### src/lsbs_cfg.svh
// constants for the load/store byte lane steering block
// assumes msb-zero bit order on every bus and register vector
`ifndef LSBS_CFG_SVH
`define LSBS_CFG_SVH

// lane enable patterns at lane 0, shifted right by the lane index
`define LSBS_BE_NONE      4'h0
`define LSBS_BE_BYTE0     4'h8
`define LSBS_BE_HALF0     4'hc
`define LSBS_BE_WORD      4'hf

// memory management level above which big-endian is allowed
`define LSBS_MMU_BE_MIN   2'h1
`define LSBS_REORDER_ON   1'h1

// field positions inside msb-zero words
`define LSBS_OFS_HI       30
`define LSBS_OFS_LO       31
`define LSBS_LSB_BYTE     24
`define LSBS_LSB_HALF     16
`define LSBS_ZERO24       24'h000000
`define LSBS_ZERO16       16'h0000
`define LSBS_ZERO32       32'h00000000

`endif

### src/lsbs_pkg.sv
// types for the load/store byte lane steering block
// assumes lsbs_cfg.svh supplies the numeric constants
package lsbs_pkg;

    // transfer size and attached slave width share one encoding
    typedef enum logic [1:0] {
        LSBS_SZ_BYTE = 2'h0,
        LSBS_SZ_HALF = 2'h1,
        LSBS_SZ_WORD = 2'h2
    } lsbs_size_t;

    // gray along idle -> start -> wait; wait -> idle flips both bits
    typedef enum logic [1:0] {
        LSBS_ST_IDLE  = 2'h0,
        LSBS_ST_START = 2'h1,
        LSBS_ST_WAIT  = 2'h3
    } lsbs_state_t;

endpackage : lsbs_pkg

### src/lsbs_steer.sv
// data-side load/store lane steering: turns a core request into one bus
// transfer with lane enables and steered write data, and steers read data back.
// assumes the slave answers with ready in a later cycle and is on the core clock.
// Contract
// - byte/half/word to word, byte/half to half, byte-only to byte
// - refuse accesses wider than the addressed slave
// - big-endian only with mmu level or reorder
// - big-endian loads: lane equals offset, zero-extended
// - little-endian loads: mirrored lanes, zero-extended
// - big-endian store lane enables follow offset
// - little-endian store lane enables mirror offset
// - byte/half stores drive low register bytes
// - address, enables, data valid only with strobe
`timescale 1ns/100ps
`default_nettype none
`include "lsbs_cfg.svh"

module lsbs_steer #(
    parameter logic [1:0] MEM_MGMT_LEVEL_PARAM = 2'h0,
    parameter logic       REORDER_PARAM        = 1'h0
) (
    input  wire logic               clk,
    input  wire logic               arst_n,
    // core request side
    input  wire logic               req_valid,
    output logic                    req_ready,
    input  wire logic               req_write,
    input  wire lsbs_pkg::lsbs_size_t req_size,
    input  wire lsbs_pkg::lsbs_size_t req_slave_width,
    input  wire logic               req_big_endian,
    input  wire logic [0:31]        req_addr,
    input  wire logic [0:31]        req_wdata,
    output logic                    req_error,
    output logic                    load_valid,
    output logic [0:31]             load_data,
    // data bus side
    output logic                    transfer_start_strobe,
    output logic [0:31]             bus_addr,
    output logic [0:3]              byte_enable,
    output logic [0:31]             data_write,
    output logic                    read_strobe,
    output logic                    write_strobe,
    input  wire logic [0:31]        data_read,
    input  wire logic               ready
);

    // big-endian steering exists only for these build options
    localparam logic BE_AVAIL = (MEM_MGMT_LEVEL_PARAM > `LSBS_MMU_BE_MIN) ||
                                (REORDER_PARAM == `LSBS_REORDER_ON);

    lsbs_pkg::lsbs_state_t state_q, state_d;
    lsbs_pkg::lsbs_size_t  size_q, size_d;
    logic                  write_q, write_d;
    logic [1:0]            lane_q, lane_d;
    logic [0:31]           addr_q, addr_d;
    logic [0:3]            be_q, be_d;
    logic [0:31]           wd_q, wd_d;
    logic                  err_q, err_d;
    logic                  lv_q, lv_d;
    logic [0:31]           ld_q, ld_d;

    logic [1:0]            off;
    logic                  big_eff;
    logic                  legal;
    logic [1:0]            lane;
    logic [4:0]            bit_ofs;
    logic [0:3]            be_new;
    logic [0:31]           wd_new;
    logic                  accept;
    logic [0:7]            rd_lane_byte;
    logic [0:15]           rd_lane_half;
    logic [0:7]            wd_lsb;

    // request decode; bits 30:31 are the least significant address bits
    assign off     = {req_addr[`LSBS_OFS_HI], req_addr[`LSBS_OFS_LO]};
    assign big_eff = req_big_endian && BE_AVAIL;
    assign req_ready = (state_q == lsbs_pkg::LSBS_ST_IDLE);
    assign accept  = req_valid && req_ready;

    // width and alignment check: no bus sizing, so wider or misaligned is refused
    always_comb begin
        unique case (req_size)
            lsbs_pkg::LSBS_SZ_BYTE: legal = 1'b1;
            lsbs_pkg::LSBS_SZ_HALF: legal = !off[0] &&
                                            (req_slave_width != lsbs_pkg::LSBS_SZ_BYTE);
            lsbs_pkg::LSBS_SZ_WORD: legal = (off == 2'h0) &&
                                            (req_slave_width == lsbs_pkg::LSBS_SZ_WORD);
            default:                legal = 1'b0;
        endcase
    end

    // lane selection: big-endian follows the offset, little-endian mirrors it
    always_comb begin
        lane   = 2'h0;
        be_new = `LSBS_BE_NONE;
        wd_new = `LSBS_ZERO32;
        unique case (req_size)
            lsbs_pkg::LSBS_SZ_BYTE: begin
                lane   = big_eff ? off : ~off;
                be_new = `LSBS_BE_BYTE0 >> lane;
            end
            lsbs_pkg::LSBS_SZ_HALF: begin
                lane   = big_eff ? off : {~off[1], 1'b0};
                be_new = `LSBS_BE_HALF0 >> lane;
            end
            default: begin
                lane   = 2'h0;
                be_new = `LSBS_BE_WORD;
            end
        endcase
        bit_ofs = {lane, 3'h0};
        // low register bytes land on the enabled lanes, in lane order
        unique case (req_size)
            lsbs_pkg::LSBS_SZ_BYTE: wd_new[bit_ofs +: 8]  = req_wdata[`LSBS_LSB_BYTE +: 8];
            lsbs_pkg::LSBS_SZ_HALF: wd_new[bit_ofs +: 16] = req_wdata[`LSBS_LSB_HALF +: 16];
            default:                wd_new = req_wdata;
        endcase
    end

    // read lanes picked with the lane saved at the start of the transfer
    assign rd_lane_byte = data_read[{lane_q, 3'h0} +: 8];
    assign rd_lane_half = data_read[{lane_q, 3'h0} +: 16];

    // low store byte kept as a signal so the store check can look one cycle back
    assign wd_lsb = req_wdata[`LSBS_LSB_BYTE +: 8];

    // transfer sequencing; bus qualifiers drop to zero after the start cycle
    always_comb begin
        state_d = state_q;
        size_d  = size_q;
        write_d = write_q;
        lane_d  = lane_q;
        addr_d  = `LSBS_ZERO32;
        be_d    = `LSBS_BE_NONE;
        wd_d    = `LSBS_ZERO32;
        err_d   = 1'b0;
        lv_d    = 1'b0;
        ld_d    = ld_q;
        unique case (state_q)
            lsbs_pkg::LSBS_ST_IDLE: begin
                if (accept && legal) begin
                    state_d = lsbs_pkg::LSBS_ST_START;
                    size_d  = req_size;
                    write_d = req_write;
                    lane_d  = lane;
                    addr_d  = req_addr;
                    be_d    = be_new;
                    wd_d    = req_write ? wd_new : `LSBS_ZERO32;
                end else if (accept) begin
                    err_d = 1'b1;
                end
            end
            lsbs_pkg::LSBS_ST_START, lsbs_pkg::LSBS_ST_WAIT: begin
                state_d = lsbs_pkg::LSBS_ST_WAIT;
                if (ready) begin
                    state_d = lsbs_pkg::LSBS_ST_IDLE;
                    lv_d    = !write_q;
                    // loads are zero-extended into the low register bits
                    if (!write_q) begin
                        unique case (size_q)
                            lsbs_pkg::LSBS_SZ_BYTE: ld_d = {`LSBS_ZERO24, rd_lane_byte};
                            lsbs_pkg::LSBS_SZ_HALF: ld_d = {`LSBS_ZERO16, rd_lane_half};
                            default:                ld_d = data_read;
                        endcase
                    end
                end
            end
            default: state_d = lsbs_pkg::LSBS_ST_IDLE;
        endcase
    end

    // state registers
    always_ff @(posedge clk or negedge arst_n) begin
        if (!arst_n) begin
            state_q <= lsbs_pkg::LSBS_ST_IDLE;
            size_q  <= lsbs_pkg::LSBS_SZ_BYTE;
            write_q <= 1'b0;
            lane_q  <= 2'h0;
            addr_q  <= `LSBS_ZERO32;
            be_q    <= `LSBS_BE_NONE;
            wd_q    <= `LSBS_ZERO32;
            err_q   <= 1'b0;
            lv_q    <= 1'b0;
            ld_q    <= `LSBS_ZERO32;
        end else begin
            state_q <= state_d;
            size_q  <= size_d;
            write_q <= write_d;
            lane_q  <= lane_d;
            addr_q  <= addr_d;
            be_q    <= be_d;
            wd_q    <= wd_d;
            err_q   <= err_d;
            lv_q    <= lv_d;
            ld_q    <= ld_d;
        end
    end

    // strobes decode from state; left-justified narrow slaves need no extra logic
    assign transfer_start_strobe = (state_q == lsbs_pkg::LSBS_ST_START);
    assign read_strobe  = (state_q != lsbs_pkg::LSBS_ST_IDLE) && !write_q;
    assign write_strobe = (state_q != lsbs_pkg::LSBS_ST_IDLE) && write_q;
    assign bus_addr     = addr_q;
    assign byte_enable  = be_q;
    assign data_write   = wd_q;
    assign req_error    = err_q;
    assign load_valid   = lv_q;
    assign load_data    = ld_q;
endmodule : lsbs_steer
`default_nettype wire
### config.mk
export PLATFORM = sky130hd
export DESIGN_NAME = lsbs_steer
export DESIGN_NICKNAME = d
export VERILOG_FILES = /design/src/lsbs_pkg.sv /design/src/lsbs_steer.sv
export VERILOG_INCLUDE_DIRS = /design/src /design/src/src
export SDC_FILE = /design/constraint.sdc
export NUM_CORES = 1
export LEC_CHECK = 0
export BUFFER_PORTS_ARGS = -buffer_cell sky130_fd_sc_hd__buf_2
export CAP_MARGIN = 10
export CELL_PAD_IN_SITES_DETAIL_PLACEMENT = 1
export CELL_PAD_IN_SITES_GLOBAL_PLACEMENT = 2
export CORE_UTILIZATION = 30
export CTS_CLUSTER_SIZE = 24
export DETAILED_ROUTE_END_ITERATION = 10
export PLACE_DENSITY_LB_ADDON = 0.15
export RECOVER_POWER = 50
export SLEW_MARGIN = 30
export SYNTH_ARGS = -nofsm -noshare
export SYNTH_HDL_FRONTEND = slang
export SYNTH_SLANG_ARGS = --single-unit
### constraint.sdc
create_clock -name clk -period 3.8 [get_ports clk]
set_input_delay 0.38 -clock clk [delete_from_list [all_inputs] [get_ports clk]]
set_output_delay 0.38 -clock clk [all_outputs]
set_load 0.01 [all_outputs]
==> impl_results.md <==
* Run status: complete, but fails checks
* Failing checks: capacitance limit, slew limit
* Worst path required time at 4.08 ns
* Vias in the first global route at approximately 4200
* Crit-path cells: nor2b_1, nor2b_1, a222oi_1, a21oi_1
* CTS tree: done
* DRT Pass-1 Iters at 4
* Fin util at 0.4019
* Final Hold Violating Endpoints at 0
* Setup TNS at 0 ns
* Die Height at 126.2 µm
* Clock Sinks at ~110
* Root Buffer Master: clkbuf_16
* #FFs+latches synth at ~110
* Top cells by count, synth: 109 x dfrtp_1, 49 x nand2_1, 40 x nor2_1
* Synth area leader: dfrtp_1
* Layout cells sized above 1 at 0.3301
* CP Capture Type: flop
* Fin cells at about 800
* Max Slew Vio Count at between 70 and 80
* Worst vdd ir at about 270 µV
* Final setup violation count at 0
* Clock Tree Buf Depth at 2
* Final ANT Viol Nets at 0
* Effective utilization at floorplan at 0.3053
* Input/output buffers at between 200 and 250
* Post-synth EDFFs at 0
* CP peak stage delay at approximately 0.73 ns
* Post-CTS Hold Buffers at 0
* Post-route setup slack at roughly 1.2 ns
* Mapped Area at 4624 µm²
* GPL Wtd Cong at roughly 0.78
* Most frequent cell after synthesis: dfrtp_1
* Post-DP HPWL at approximately 10 mm
* Placed inst area at 5816 µm²
* Grt ovf at 0
* Post-Route Skew at about 0.0086 ns
* Avg Synthesized Cell Area at approximately 11 µm²
* Die width at around 130 µm
* Clock slew at reported path FFs at roughly 0.07 ns
* LEAKAGE at around 3 nW
* Setup WS pre-CTS at approximately 1.1 ns
* Final Power at approximately 3.4 mW
* Top post-synthesis cells by area: dfrtp_1 59%, and2_1 4.3%, nand2_1 4.0%
* Kind of critical path: flop to flop
* Slowest CP cell: nor2b_1
* Fin crit share at 0.6857
* Core Area at between 15000 and 20000 µm²
* Worst-margin pin slew at ~1.9 ns
* Initial drt markers at roughly 180
* Crit path DAT at around 2.9 ns
* Syn_nets at around 520
* Inst Count DP at about 790
* RSZ-0062 raised after global routing: no
* R2R depth at 4
* Slew HR at -0.2658
* Top FF cell, synth: dfrtp_1
* Via density per instance at just under 5
* Die ar. at 15920 µm²
* CP dominant cell by count: nor2b_1
* Synth unique cells at 34
* Post-CTS Resized at 0
* Yosys top cell area share at 0.5898
* First-pass GRT wire length at between 20 and 25 mm
* H-tree levels at 3
* DRT Wirelength at between 10 and 15 mm
* CP Max Fanout at 28
* DRC viols at 0
* Hold Crit Class: input port to flop
* Startpoint class of the critical path: flop
* Cts bufs inserted at 9
* Mapped Cells at roughly 420
* Ys async rst share at 1.000
* Pwr dens at 563.2 nW/µm²
* Clock Latency Late Sink at around 0.35 ns
* Hold path cells at 2
* WHS at roughly 0.2 ns
* Max Fclk at about 0.38 GHz
* Postcts setup bufs at 0
* Largest net degree at the start of global routing at just under 80
* Fin area at roughly 6000 µm²
* Crit path time final at approximately 2.6 ns
* All-layer global routing usage at 0.1886
* Final #Nets at just over 700
* WL/cell at between 15 and 20 µm
* Rows at 45
* Layout Area Growth over Synthesis at 31.63%
* Seq/Total Area, Yosys at 0.5898
* Diodes inserted at 0
* Initial antenna violation count at 0
* Max-cap violations at 1
* DR vias at around 3900
* Ys Warns at 0
* I/O pin cnt at 212
## metal layers
| metal | GRT usage | wire, µm | vias up | part of all wire |
|---|---|---|---|---|
| li1 | - | - | 1836 | - |
| met4 | 0.09001 | 344 | 0 | 0.024 |
| met3 | 0.04673 | 1009 | 19 | 0.070 |
| met1 | 0.2279 | 6072 | 1906 | 0.42 |
| met2 | 0.3152 | 6940 | 156 | 0.48 |
| met5 | 0 | 0 | - | 0 |
## layout make-up
type / instances / area (µm²)
inverters: 4 / 15.01
fillers: 1761 / 9059
well taps: 188 / 235.2
clock buffers: 11 / 252.7
flip-flops and latches: 109 / 2728
multi-input cells: 272 / 1759
clock inverters: 5 / 88.84
repair buffers: 214 / 1008
## worst max-delay path, delay by kind of cell, from the launching register on
family | cells | cell delay [ns]
and+or+nand+nor | 2 | 1.37
AOI/OAI and AO/OA | 2 | 0.44
DFF | 1 | 0.72
## cell families after synthesis
logic type             share of synthesized area
muxes                                    0.06818
DFF                                       0.5898
AOI/OAI and AO/OA                         0.1453
buffers and inverters                    0.03084
and+or+nand+nor                           0.1659
## final timing paths
check | start | slack (ns) | end
worst max-delay path | size_q[1] | 1.19 | load_data[27]
worst min-delay path | ready | 0.20 | state_q[1]
worst max register to register | size_q[1] | 1.19 | load_data[27]
worst min register to register | load_data[7] | 0.48 | load_data[7]
max in group asynchronous | arst_n | 1.38 | load_data[11]
min in group asynchronous | arst_n | 0.55 | bus_addr[10]
## cells in the final DEF, fill, tap and decap left out, types with 2 or more instances in the layout
master     instances
clkbuf_8           2
clkbuf_16          9
nand2_1           49
nor2_1            40
and3_1             8
o21a_1             3
mux2_2             9
buf_4              2
a21oi_1           17
a22o_1             8
bufinv_16          2
nand3_1            9
nor2b_1           15
o21ai_0           27
inv_1              2
dfrtp_1          109
nor3_1             2
mux2_1             3
clkbuf_1          54
a22oi_1           16
a221oi_1           8
a222oi_1           8
mux4_2             8
and2_1            32
buf_2            157
or2_2              2
## registers in the layout (all words and copies together), names as in the netlist
name,count
byte_enable,4
load_data,32
bus_addr,32
write_q,1
lane_q,2
req_error,1
load_valid,1
state_q,2
data_write,32
size_q,2
## power by group
| part | switching [mW] | leakage, nW | internal [mW] | total (mW) |
|---|---|---|---|---|
| sequential | 0.149 | 1.45 | 1.36 | 1.51 |
| clock | 0.452 | 0.168 | 0.623 | 1.07 |
| combinational | 0.480 | 1.39 | 0.363 | 0.843 |
| total | 1.08 | 3.01 | 2.35 | 3.43 |
Note: power is estimated with default switching activity, not from simulation.
